### src/shared/smc_pkg.sv
// constants, types and address decode for the switch matrix control block
`default_nettype none
package smc_pkg;

  // ********************************************
  // register byte addresses
  // ********************************************
  localparam logic [15:0] ADDR_CFG = 16'h200c;  // switch_config
  localparam logic [15:0] ADDR_DF  = 16'h2150;  // drive_switch_full
  localparam logic [15:0] ADDR_NF  = 16'h2154;  // negative_switch_full
  localparam logic [15:0] ADDR_PF  = 16'h2158;  // positive_switch_full
  localparam logic [15:0] ADDR_TF  = 16'h215c;  // tia_switch_full
  localparam logic [15:0] ADDR_DS  = 16'h21b0;  // drive_switch_state
  localparam logic [15:0] ADDR_PS  = 16'h21b4;  // positive_switch_state
  localparam logic [15:0] ADDR_NS  = 16'h21b8;  // negative_switch_state
  localparam logic [15:0] ADDR_TS  = 16'h21bc;  // tia_switch_state

  // ********************************************
  // switch_config fields and reset values
  // ********************************************
  localparam logic [31:0] CFG_RESET = 32'h0000ffff;  // all selectors 1111
  localparam logic [31:0] CFG_MASK  = 32'h0007ffff;  // bits 31..19 reserved
  localparam int          SRC_BIT   = 16;  // per_switch_source_select
  localparam int          T9_BIT    = 17;  // tia_ninth_switch_ctrl
  localparam int          T10_BIT   = 18;  // tia_tenth_switch_ctrl
  localparam int          TSEL_LSB  = 12;  // tia_group_selector
  localparam int          NSEL_LSB  = 8;   // negative_group_selector
  localparam int          PSEL_LSB  = 4;   // positive_group_selector
  localparam int          DSEL_LSB  = 0;   // drive_group_selector

  // ********************************************
  // switch positions inside each group vector
  // ********************************************
  localparam int          T_NINTH   = 8;   // ninth tia input switch
  localparam int          T_TENTH   = 9;   // tenth tia input switch
  localparam int          T_CAL     = 11;  // tia_calibration_switch
  localparam int          N_NINTH   = 8;   // N9
  localparam int          N_CAL     = 9;   // negative_calibration_switch
  localparam int          N_SHORT   = 10;  // negative_short_switch
  localparam int          N_LDO2    = 11;  // negative_ldo_second_switch
  localparam int          P_LDO     = 13;  // positive_ldo_switch
  localparam int          P_LDO2    = 14;  // positive_ldo_second_switch
  localparam logic [15:0] T_ALL     = 16'h087f;  // T1..T7 and calibration
  localparam logic [15:0] D_ALL     = 16'h00ff;  // calibration and D2..D8
  localparam logic [15:0] SW_OPEN   = 16'h0000;  // every switch open

  // writable bits of the full-configuration registers: t, p, n, d
  localparam logic [3:0][31:0] FULL_MASK = {32'h00000fff, 32'h00007fff,
                                            32'h00000fff, 32'h000000ff};

  // ********************************************
  // types
  // ********************************************
  typedef struct packed {
    logic [15:0] t;  // tia input group
    logic [15:0] n;  // negative node group
    logic [15:0] p;  // positive node group
    logic [15:0] d;  // drive output group
  } smc_switch_t;

  typedef enum logic [3:0] {
    R_DF = 4'h0, R_NF = 4'h1, R_PF = 4'h2, R_TF = 4'h3,
    R_CFG = 4'h4, R_DS = 4'h5, R_PS = 4'h6, R_NS = 4'h7,
    R_TS = 4'h8, R_NONE = 4'h9
  } smc_reg_t;

  typedef struct packed {
    logic [31:0]      cfg;     // switch_config
    logic [3:0][31:0] full;    // written full-configuration values
    logic [3:0][31:0] act;     // values latched by source select
    smc_switch_t      sw;      // driven switch enables
    logic             pready;  // apb ready
    logic [31:0]      prdata;  // apb read data
    logic             pslverr; // apb error
  } smc_state_t;

  // address to register, used by read and write paths
  function automatic smc_reg_t smc_decode(input logic [15:0] a);
    unique case (a)
      ADDR_CFG: smc_decode = R_CFG;
      ADDR_DF:  smc_decode = R_DF;
      ADDR_NF:  smc_decode = R_NF;
      ADDR_PF:  smc_decode = R_PF;
      ADDR_TF:  smc_decode = R_TF;
      ADDR_DS:  smc_decode = R_DS;
      ADDR_PS:  smc_decode = R_PS;
      ADDR_NS:  smc_decode = R_NS;
      ADDR_TS:  smc_decode = R_TS;
      default:  smc_decode = R_NONE;
    endcase
  endfunction

endpackage
`default_nettype wire

### src/logic/smc_group_decode.sv
// group selector decode of switch_config into switch enables, at most one closed per group bar tia and drive code 9 and the tia ninth, tenth
`timescale 1ns/1ps
`default_nettype none

module smc_group_decode (
  input  wire logic [31:0]        cfg,
  output smc_pkg::smc_switch_t    dec
);

  // code k closes the switch at position k-1
  function automatic logic [15:0] smc_onehot(input logic [3:0] code);
    logic [3:0] idx;
    idx = code - 4'h1;
    smc_onehot = 16'h0001 << idx;
  endfunction

  logic [3:0] tsel;  // tia_group_selector
  logic [3:0] nsel;  // negative_group_selector
  logic [3:0] psel;  // positive_group_selector
  logic [3:0] dsel;  // drive_group_selector

  assign tsel = cfg[smc_pkg::TSEL_LSB +: 4];
  assign nsel = cfg[smc_pkg::NSEL_LSB +: 4];
  assign psel = cfg[smc_pkg::PSEL_LSB +: 4];
  assign dsel = cfg[smc_pkg::DSEL_LSB +: 4];

  // ********************************************
  // per-group decode
  // ********************************************
  // reserved codes open the whole group, bar the tia ninth and tenth, so a bad write never shorts nodes
  always_comb
  begin
    dec = '0;
    case (tsel) inside
      [4'h1:4'h7]: dec.t = smc_onehot(tsel);
      4'h8:        dec.t[smc_pkg::T_CAL] = 1'b1;
      4'h9:        dec.t = smc_pkg::T_ALL;
      default:     dec.t = smc_pkg::SW_OPEN;
    endcase
    // ninth and tenth follow only their own bits
    dec.t[smc_pkg::T_NINTH] = cfg[smc_pkg::T9_BIT];
    dec.t[smc_pkg::T_TENTH] = cfg[smc_pkg::T10_BIT];
    case (nsel) inside
      4'h0:        dec.n[smc_pkg::N_SHORT] = 1'b1;
      [4'h1:4'h7]: dec.n = smc_onehot(nsel);
      4'h9:        dec.n[smc_pkg::N_NINTH] = 1'b1;
      4'ha:        dec.n[smc_pkg::N_CAL] = 1'b1;
      [4'hb:4'he]: dec.n[smc_pkg::N_LDO2] = 1'b1;
      default:     dec.n = smc_pkg::SW_OPEN;
    endcase
    case (psel) inside
      4'h0:        dec.p[smc_pkg::P_LDO] = 1'b1;
      [4'h1:4'h9]: dec.p = smc_onehot(psel);
      4'hb:        dec.p = smc_onehot(psel);
      [4'hd:4'he]: dec.p[smc_pkg::P_LDO2] = 1'b1;
      default:     dec.p = smc_pkg::SW_OPEN;
    endcase
    case (dsel) inside
      [4'h1:4'h8]: dec.d = smc_onehot(dsel);
      4'h9:        dec.d = smc_pkg::D_ALL;
      default:     dec.d = smc_pkg::SW_OPEN;
    endcase
  end

endmodule
`default_nettype wire

### src/logic/smc_switch_ctrl.sv
// apb register bank and switch enable drive for the switch matrix
//
// Notes on behaviour
// - source bit picks full registers or groups
// - bit 18 closes tenth tia switch
// - bit 17 closes ninth tia switch
// - tia selector decodes per table
// - tia selector leaves ninth, tenth alone
// - negative selector decodes per table
// - positive selector decodes per table
// - drive selector decodes per table
// - config resets to 0x0000ffff
// - four full registers read/write, reset zero
// - status registers read-only, reset zero
// - full changes apply on later source set
// - all switches open after reset
// - status shows actually driven switch state
//
// Our own choice: register access over APB.
`timescale 1ns/1ps
`default_nettype none

module smc_switch_ctrl (
  input  wire logic               clk_sys,
  input  wire logic               srst,
  input  wire logic               psel,
  input  wire logic               penable,
  input  wire logic               pwrite,
  input  wire logic [15:0]        paddr,
  input  wire logic [31:0]        pwdata,
  output logic [31:0]             prdata,
  output logic                    pready,
  output logic                    pslverr,
  output smc_pkg::smc_switch_t    sw_en
);

  // ********************************************
  // state and helpers
  // ********************************************
  smc_pkg::smc_state_t  st_reg;   // all state of the block
  smc_pkg::smc_state_t  st_next;  // next value of the state
  smc_pkg::smc_switch_t dec;      // group decode result
  smc_pkg::smc_reg_t    rsel;     // decoded register
  logic                 setup;    // apb setup phase
  logic                 commit;   // access phase completes
  logic [1:0]           fidx;     // full register index

  assign rsel   = smc_pkg::smc_decode(paddr);
  assign setup  = psel & ~penable;
  assign commit = psel & penable & st_reg.pready;
  assign fidx   = rsel[1:0];

  // group decode works from the live configuration register
  smc_group_decode u_dec (
    .cfg (st_reg.cfg),
    .dec (dec)
  );

  // ********************************************
  // next state
  // ********************************************
  // answer is prepared in setup so every bus output is a flop;
  // the cost is one fixed cycle, never a wait state
  always_comb
  begin
    st_next = st_reg;
    st_next.pready = 1'b0;
    // setup: register read data and error for the access phase
    if (setup)
    begin
      st_next.pready  = 1'b1;
      st_next.pslverr = (rsel == smc_pkg::R_NONE);
      unique case (rsel)
        smc_pkg::R_CFG:
          st_next.prdata = st_reg.cfg;
        smc_pkg::R_DF, smc_pkg::R_NF, smc_pkg::R_PF, smc_pkg::R_TF:
          st_next.prdata = st_reg.full[fidx];
        smc_pkg::R_DS:
          st_next.prdata = {16'h0000, st_reg.sw.d};
        smc_pkg::R_PS:
          st_next.prdata = {16'h0000, st_reg.sw.p};
        smc_pkg::R_NS:
          st_next.prdata = {16'h0000, st_reg.sw.n};
        smc_pkg::R_TS:
          st_next.prdata = {16'h0000, st_reg.sw.t};
        default:
          st_next.prdata = 32'h00000000;
      endcase
    end
    // writes land only at the completing edge
    if (commit && pwrite)
    begin
      unique case (rsel)
        smc_pkg::R_CFG:
        begin
          st_next.cfg = pwdata & smc_pkg::CFG_MASK;
          if (pwdata[smc_pkg::SRC_BIT])
          begin
            st_next.act = st_reg.full;
          end
        end
        smc_pkg::R_DF, smc_pkg::R_NF, smc_pkg::R_PF, smc_pkg::R_TF:
          st_next.full[fidx] = pwdata & smc_pkg::FULL_MASK[fidx];
        default:
          st_next.full = st_reg.full;
      endcase
    end
    if (st_reg.cfg[smc_pkg::SRC_BIT])
    begin
      st_next.sw.d = st_reg.act[0][15:0];
      st_next.sw.n = st_reg.act[1][15:0];
      st_next.sw.p = st_reg.act[2][15:0];
      st_next.sw.t = st_reg.act[3][15:0];
    end
    else
    begin
      st_next.sw = dec;
    end
  end

  // ********************************************
  // state register
  // ********************************************
  always_ff @(posedge clk_sys)
  begin
    if (srst)
    begin
      st_reg.cfg     <= smc_pkg::CFG_RESET;
      st_reg.full    <= '0;
      st_reg.act     <= '0;
      st_reg.sw      <= '0;
      st_reg.pready  <= 1'b0;
      st_reg.prdata  <= 32'h00000000;
      st_reg.pslverr <= 1'b0;
    end
    else
    begin
      st_reg <= st_next;
    end
  end

  // outputs straight from the state flops
  assign prdata  = st_reg.prdata;
  assign pready  = st_reg.pready;
  assign pslverr = st_reg.pslverr;
  assign sw_en   = st_reg.sw;

  // ********************************************
  // assertions
  // ********************************************
  logic grp;  // group control in effect
  assign grp = ~st_reg.cfg[smc_pkg::SRC_BIT];

  property p_src_full;
    @(posedge clk_sys) disable iff (srst)
    !grp |=> sw_en.d == $past(st_reg.act[0][15:0])
         && sw_en.t == $past(st_reg.act[3][15:0]);
  endproperty
  a_src_full: assert property (p_src_full)
    else $error("full source not driving switches");

  property p_tenth;
    @(posedge clk_sys) disable iff (srst)
    grp |=> sw_en.t[smc_pkg::T_TENTH] == $past(st_reg.cfg[smc_pkg::T10_BIT]);
  endproperty
  a_tenth: assert property (p_tenth)
    else $error("tenth tia switch wrong");

  property p_ninth;
    @(posedge clk_sys) disable iff (srst)
    grp |=> sw_en.t[smc_pkg::T_NINTH] == $past(st_reg.cfg[smc_pkg::T9_BIT]);
  endproperty
  a_ninth: assert property (p_ninth)
    else $error("ninth tia switch wrong");

  property p_tcal;
    @(posedge clk_sys) disable iff (srst)
    grp && st_reg.cfg[15:12] == 4'h8
      |=> (sw_en.t & 16'hfcff) == 16'h0800;
  endproperty
  a_tcal: assert property (p_tcal)
    else $error("tia code 1000 wrong");

  property p_tall_keeps;
    @(posedge clk_sys) disable iff (srst)
    grp && st_reg.cfg[15:12] == 4'h9
      |=> (sw_en.t & 16'hfcff) == smc_pkg::T_ALL
       && sw_en.t[9:8] == $past(st_reg.cfg[18:17]);
  endproperty
  a_tall_keeps: assert property (p_tall_keeps)
    else $error("tia all-closed touched ninth or tenth");

  property p_nres;
    @(posedge clk_sys) disable iff (srst)
    grp && st_reg.cfg[11:8] == 4'h8 |=> sw_en.n == 16'h0000;
  endproperty
  a_nres: assert property (p_nres)
    else $error("negative reserved code closed a switch");

  property p_p11;
    @(posedge clk_sys) disable iff (srst)
    grp && st_reg.cfg[7:4] == 4'hb |=> sw_en.p == 16'h0400;
  endproperty
  a_p11: assert property (p_p11)
    else $error("positive code 1011 wrong");

  property p_dall;
    @(posedge clk_sys) disable iff (srst)
    grp && st_reg.cfg[3:0] == 4'h9 |=> sw_en.d == 16'h00ff;
  endproperty
  a_dall: assert property (p_dall)
    else $error("drive all-closed wrong");

  property p_open_reset;
    @(posedge clk_sys)
    $fell(srst) |-> sw_en == '0 && st_reg.cfg == 32'h0000ffff
                    ##1 sw_en == '0;
  endproperty
  a_open_reset: assert property (p_open_reset)
    else $error("switches not open after reset");

  property p_full_hold;
    @(posedge clk_sys) disable iff (srst)
    commit && pwrite && rsel inside {smc_pkg::R_DF, smc_pkg::R_TF}
      |=> $stable(st_reg.act);
  endproperty
  a_full_hold: assert property (p_full_hold)
    else $error("full write took effect without source set");

  property p_status;
    @(posedge clk_sys) disable iff (srst)
    setup && rsel == smc_pkg::R_NS |=> pready
      && prdata == {16'h0000, $past(sw_en.n)};
  endproperty
  a_status: assert property (p_status)
    else $error("status read mismatch");

  property p_cfg_rsvd;
    @(posedge clk_sys) disable iff (srst)
    setup && rsel == smc_pkg::R_CFG |=> prdata[31:19] == 13'h0000;
  endproperty
  a_cfg_rsvd: assert property (p_cfg_rsvd)
    else $error("reserved config bits read nonzero");

  property p_cfg_reset;
    @(posedge clk_sys)
    $fell(srst) |-> grp && st_reg.cfg == smc_pkg::CFG_RESET;
  endproperty
  a_cfg_reset: assert property (p_cfg_reset)
    else $error("config not at reset value");

  property p_full_read;
    @(posedge clk_sys) disable iff (srst)
    setup && rsel inside {smc_pkg::R_DF, smc_pkg::R_NF, smc_pkg::R_PF, smc_pkg::R_TF}
      |=> prdata == $past(st_reg.full[fidx]) && !pslverr;
  endproperty
  a_full_read: assert property (p_full_read)
    else $error("full register read mismatch");

  property p_status_ro;
    @(posedge clk_sys) disable iff (srst)
    commit && pwrite
      && rsel inside {smc_pkg::R_DS, smc_pkg::R_PS, smc_pkg::R_NS, smc_pkg::R_TS}
      |=> $stable(st_reg.cfg) && $stable(st_reg.full) && !pslverr;
  endproperty
  a_status_ro: assert property (p_status_ro)
    else $error("status write changed a register");

  property p_full_latch;
    @(posedge clk_sys) disable iff (srst)
    commit && pwrite && rsel == smc_pkg::R_CFG && pwdata[smc_pkg::SRC_BIT]
      |=> st_reg.act == $past(st_reg.full);
  endproperty
  a_full_latch: assert property (p_full_latch)
    else $error("source set did not latch full values");

  property p_nldo2;
    @(posedge clk_sys) disable iff (srst)
    grp && st_reg.cfg[11:8] >= 4'hb && st_reg.cfg[11:8] <= 4'he
      |=> sw_en.n == 16'h0800;
  endproperty
  a_nldo2: assert property (p_nldo2)
    else $error("negative ldo second code wrong");

  property p_pres;
    @(posedge clk_sys) disable iff (srst)
    grp && (st_reg.cfg[7:4] == 4'ha || st_reg.cfg[7:4] == 4'hc)
      |=> sw_en.p == 16'h0000;
  endproperty
  a_pres: assert property (p_pres)
    else $error("positive reserved code closed a switch");

endmodule
`default_nettype wire

### config.mk
export PLATFORM = sky130hd
export DESIGN_NAME = smc_switch_ctrl
export DESIGN_NICKNAME = d
export VERILOG_FILES = /design/src/shared/smc_pkg.sv /design/src/logic/smc_group_decode.sv /design/src/logic/smc_switch_ctrl.sv
export SDC_FILE = /design/constraint.sdc
export NUM_CORES = 1
export LEC_CHECK = 0
export ABC_CLOCK_PERIOD_IN_PS = 2200
export BUFFER_PORTS_ARGS = -buffer_cell sky130_fd_sc_hd__buf_2
export CAP_MARGIN = 20
export CELL_PAD_IN_SITES_DETAIL_PLACEMENT = 0
export CELL_PAD_IN_SITES_GLOBAL_PLACEMENT = 1
export CORE_ASPECT_RATIO = 1.5
export CORE_MARGIN = 2
export CORE_UTILIZATION = 38
export DETAILED_ROUTE_END_ITERATION = 16
export PLACE_DENSITY_LB_ADDON = 0.1
export SLEW_MARGIN = 20
export SYNTH_ARGS = -nofsm -noshare
export SYNTH_HDL_FRONTEND = slang
export SYNTH_SLANG_ARGS = --single-unit
### constraint.sdc
create_clock -name clk_sys -period 2.2 [get_ports clk_sys]
set_input_delay 0.11 -clock clk_sys [delete_from_list [all_inputs] [get_ports clk_sys]]
set_output_delay 0.11 -clock clk_sys [all_outputs]
set_load 0.1 [all_outputs]
# == Yosys cells after proc, flatten, opt, wreduce, memory -nomap -nowiden ==
# Cells that the tools add are included.
# totals
reg_bits,309
in_bits,53
output_inout_bits,98
wordCells,133
# classes
add_sub_neg,4
n_lt_le_gt_ge,14
eq_ne,24
n_shift,4
n_mux,51
n_bitwise,5
reduce_logical,15
# op_table
cell,count
32-bit case mux with 6 select lines,1
"16-bit by 14-bit == test with 1-bit output, second input constant",9
32-bit binary-select mux with 2-bit select,2
128-bit bitwise mux,1
32-bit 2-to-1 mux,3
32-bit demux with 2-bit select,1
64-bit 2-to-1 mux,1
"1-bit by 4-bit left shift with 16-bit output, first input constant",4
13-bit 2-to-1 mux,3
4-bit case mux with 9 select lines,1
34-bit 2-to-1 mux,1
32-bit bitwise AND,1
"4-bit == test, second input constant",8
1-bit 2-to-1 mux,27
8-bit 2-to-1 mux,3
"4-bit by 3-bit == test with 1-bit output, second input constant",4
"4-bit by 1-bit greater-or-equal comparator with 1-bit output, second input constant",4
"4-bit less-or-equal comparator, second input constant",4
16-bit 2-to-1 mux,1
"4-bit by 1-bit subtractor with 4-bit output, second input constant",4
7-bit 2-to-1 mux,2
4-bit zero test,3
4-bit 2-to-1 mux,3
11-bit 2-to-1 mux,1
12 further kinds,25

# == Longest topological paths before layout ==
# logic_depth
depth_word,8
depth_mapped,9
depth_no_buf,7

# == By module ==
# Synthesis repeated with hierarchy kept, for this count alone.
# unflattened
hier_cells,1198
hier_area_um2,10472.5
# modules_own_cells
module,instances,cells_per_inst,area_per_inst_um2,seq_area_each_um2
smc_switch_ctrl,1,1085,9739.3,4484.3
smc_group_decode,1,113,733.2,0.0

# == Worst setup path before layout ==
# Ideal clock, no wire load.
# synth_timing
kind,flip-flop to flip-flop
from,"register, netlist name pready"
to,register st_reg[295] (netlist name)
setup_ns,0.128
t_arrival_ns,2.328
required_time_ns,2.072
setup_slack_ns,-0.256
stages_incl_launch_ff,8
path_buffers,1
period_less_slack_ns,2.456
path_cell_list,dfxtp_1 > nand4_1 > or2_2 > nor3_1 > nand3_4 > buf_6 > mux2i_1 > nor2_1
# synth_between
elab_chain_len,3
# synth_lines
item,line,source
1-bit bitwise AND,smc_switch_ctrl.sv:50,assign commit = psel & penable & st_reg.pready;
1-bit logical AND,smc_switch_ctrl.sv:91,if (commit && pwrite)
2-bit AND reduction (no source line),--,
end signal: assignment,smc_switch_ctrl.sv:138,st_reg <= st_next;
end: declaration,smc_switch_ctrl.sv:40,smc_pkg::smc_state_t st_reg;
# Every way passes these cells.
# A chain may end at the register's enable or synchronous reset.

# == Worst setup path in the final report ==
# layout_timing
from,"register, netlist name pready"
to,"register, netlist name st_reg[372]"
# layout_between
elab_chain_len,3
# layout_lines
item,line
1-bit bitwise AND,smc_switch_ctrl.sv:50
1-bit logical AND,smc_switch_ctrl.sv:91
2-bit AND reduction (no source line),--
# Every way passes these cells.

==> reports/results.txt <==
Biggest area consumer among synthesized cells: dfxtp_1. The number of levels in the clock H-tree came out at 1. Entering global routing, the biggest net connects 71 pins. For this design, the CTS-stage hold fixing added 21 buffers. The total buffers and inverters traversed by the critical path is 2, and the number of flops mapped to enable cells by yosys is 0. For this design, the slowest cell found on the critical path is dlygate4sd3_1. TritonCTS built the clock tree. The worst setup path is captured at a register. The tools report the count of pins on the block boundary as 151. Clock-pin slew was measured on the worst setup and hold paths at 0.06 ns. Initial core utilization: 38.5%.

Ranked by total cell area, the synthesized netlist is headed by dfxtp_1 45%, nand2_1 10%, buf_4 7.8%. The final critical delay including setup and external delays was 2.08 ns. The via count was 8327.

The critical path depth is 7, and the actual slew at the worst max-slew pin is 1.05 ns. The number of antenna violations at the first check in global routing came out at 0. The tools report the cell area after layout as 11600 µm². For the final max-slew violation count, the log shows 0. Data arrives at the worst endpoint at 2.54 ns. The die is 136 µm wide. After legalization and detailed placement, the total HPWL measured 24.6 mm. The power per cell area was 704 nW/µm². The floorplan step set the die height to 201 µm.

The number of port buffers came out at 124. Across the routed clock network, the largest skew measured is 0.0112 ns. The worst hold path cell count came out at 4. The routed design has 33.7 mm of wire. The clock network latency to the later pin of the worst-skew pair was 0.51 ns; the signed area change from the synthesized netlist to the final layout was 17.1%. The post-synthesis average cell area came out at 8.38 µm². The logs give 24.3% for the global-route usage over all layers and 0 for the remaining antenna violation count.

In this run, the number of DRC markers left after iteration 0 of detailed routing was 618. The number of cells on the worst reg-to-reg path came out at 7. The flow ran to the end, and the final reports show no timing, DRC or antenna violations. Synthesized netlist cell count: 1178. The worst path uses 94.7% of the clock period. The run gives 9880 µm² as the area of the mapped netlist. Predominant post-synthesis flop cell: dfxtp_1.

The first global-routing pass estimated 49.7 mm of wire. STA puts the critical path data required time at 2.65 ns. For the final routed database, the setup TNS stands at 0 ns. For this run, the number of Yosys warnings is 0. Static timing analysis puts the maximum clock frequency at 480 MHz. The remaining max-slew budget at the tightest pin is 29.8%, and the detail-routed via count per cell is 5.18. The design draws 0.00814 W. The tightest hold path in the finished design has a slack of 0.0159 ns.

Post-CTS repair changed the size of 0 cells. Counting flops with an async set or reset pin after synthesis yields a share of 0%. The run gives 45.4% as the sequential fraction of the synthesis area. The number of antenna diodes in the final layout is 0.

Once the clock tree was built, the setup fixing pass inserted 0 buffers. The run gives 1312 as the count of nets after finishing. Summed over its instances, the top area cell type makes up 45.4% of the synthesized netlist area. Dividing the detail-routed wire length by the instance count gives 21.0 µm. The cell family contributing the most delay on the critical path was simple AND/OR/NAND/NOR gates. The signal on the critical path passes through nand4_1, or2_2, nor4b_2, buf_4, nand2_1, a21oi_1, dlygate4sd3_1. The tool flagged a number of max-cap violations equal to 0. The tools report the number of global-route vias before repair as 8036. The critical path startpoint category was a register. Placed cell area: 10700 µm². The routability congestion estimate was 0.909; the flip-flop count of the largest register after layout was 139. By count the netlist is led by 275 x nand2_1, 224 x dfxtp_1, 142 x a21oi_1. The most used standard cell by instance count after synthesis was nand2_1. Setup violations remaining at the end of the flow were counted as 0. The top fanout value on the critical path came out at 4.

The peak per-stage delay on the critical path came out at 0.55 ns. The die footprint was 27300 µm²; the standard cell core area was 25700 µm². For this run, the detailed router's first-pass iteration total came to 6.

The total congestion overflow was 0. The tree built by TritonCTS fans out to 224 sinks. In this run, CTS created clock tree buffers numbering 22. The clock passes through at most 3 buffers.

The tree is rooted in a clkbuf_16. The worst setup path is of the reg2reg kind. The worst-case IR drop observed on VDD is 0.597 mV. The tightest min-delay check is of the in2reg type.

The tools report the final-report hold violation count as 0. The post-route netlist has 20.7% of its cells at a drive strength greater than 1. Setup repair after global routing left no endpoint under its margin. The analysis attributes to cell leakage a power of 4.44 nW. Number of DRC violations after detailed routing: 0.

Synthesis inferred 224 register bits. The count of different cell masters after synthesis was 59; the row count was 72.
==> metrics by stage <==
step,util [%],setup WS (ns),cells
floorplan,-,-0.0809,1194
global placement,41.5,-0.160,1547
detailed placement,41.5,-0.166,1547
CTS,45.1,0.0845,1606
global route,45.1,0.00816,1606
finish,45.1,0.116,1606
==> kinds of logic (layout without fill, tap and decap cells) <==
kind of cell	after synthesis	after routing	share of synthesized area (%)
buf+inv	181	260	11.0
mux	44	44	4.68
simple gates	472	472	22.6
flops	224	224	45.4
other cells	1	17	0.0380
xor+xnor	4	4	0.355
compound gates	252	252	15.9
==> routing by layer <==
layer / share of wire (%) / track usage (%) / up-vias
li1: - / - / 4097
met1: 45 / 33.1 / 3936
met2: 47 / 40.1 / 246
met3: 4.5 / 2.47 / 48
met4: 2.9 / 7.81 / 0
met5: 0 / 0 / -
==> layout make-up <==
class	instances	area, µm²
Clock buffer	37	688
Clock inverter	1	5.00
Fill cell	2651	14100
Inverter	4	15.0
Multi-Input combinational cell	789	4400
Sequential cell	224	4490
Tap cell	333	417
Timing Repair Buffer	218	1560
==> worst paths after layout <==
check | startpoint | end | slack, ns
worst max-delay path | pready | st_reg[372] | 0.12
worst min-delay path | psel | prdata[16] | 0.02
worst max register to register | pready | st_reg[372] | 0.12
worst min register to register | st_reg[111] | st_reg[111] | 0.45
==> worst reg2reg max path, stage by stage, from the launching register on <==
cell	delay, ns
dfxtp_2	0.32
nand4_1	0.11
or2_2	0.32
nor4b_2	0.33
buf_4	0.22
nand2_1	0.05
a21oi_1	0.13
dlygate4sd3_1	0.55
==> cell usage in the layout, fill, tap and decap left out, types with 4 or more instances in the layout <==
cell type	count
a211o_1	11
a21oi_1	141
a221oi_1	7
a222oi_1	6
a22oi_1	27
a2bb2oi_1	4
a31oi_1	4
and2_1	27
and3_1	6
buf_12	14
buf_2	123
buf_4	59
clkbuf_1	8
clkbuf_16	23
clkbuf_8	6
conb_1	17
dfxtp_1	222
dlygate4sd3_1	21
inv_1	4
mux2_2	16
mux2i_1	27
nand2_1	274
nand2b_1	9
nand3_1	16
nand3b_1	17
nor2_1	60
nor2b_1	4
nor3_1	11
nor3b_1	10
nor4b_1	4
o211ai_1	12
o21ai_0	6
o22ai_1	13
o32ai_1	8
or3_1	5
xnor2_1	4
==> where the power goes <==
group	internal, W	leakage [nW]	switching, W
clock	0.00212	0.340	0.00155
sequential	0.00406	1.81	0.00000335
combinational	0.0000983	2.29	0.000314
total	0.00628	4.44	0.00186
Power figures use the tool's default switching activity.
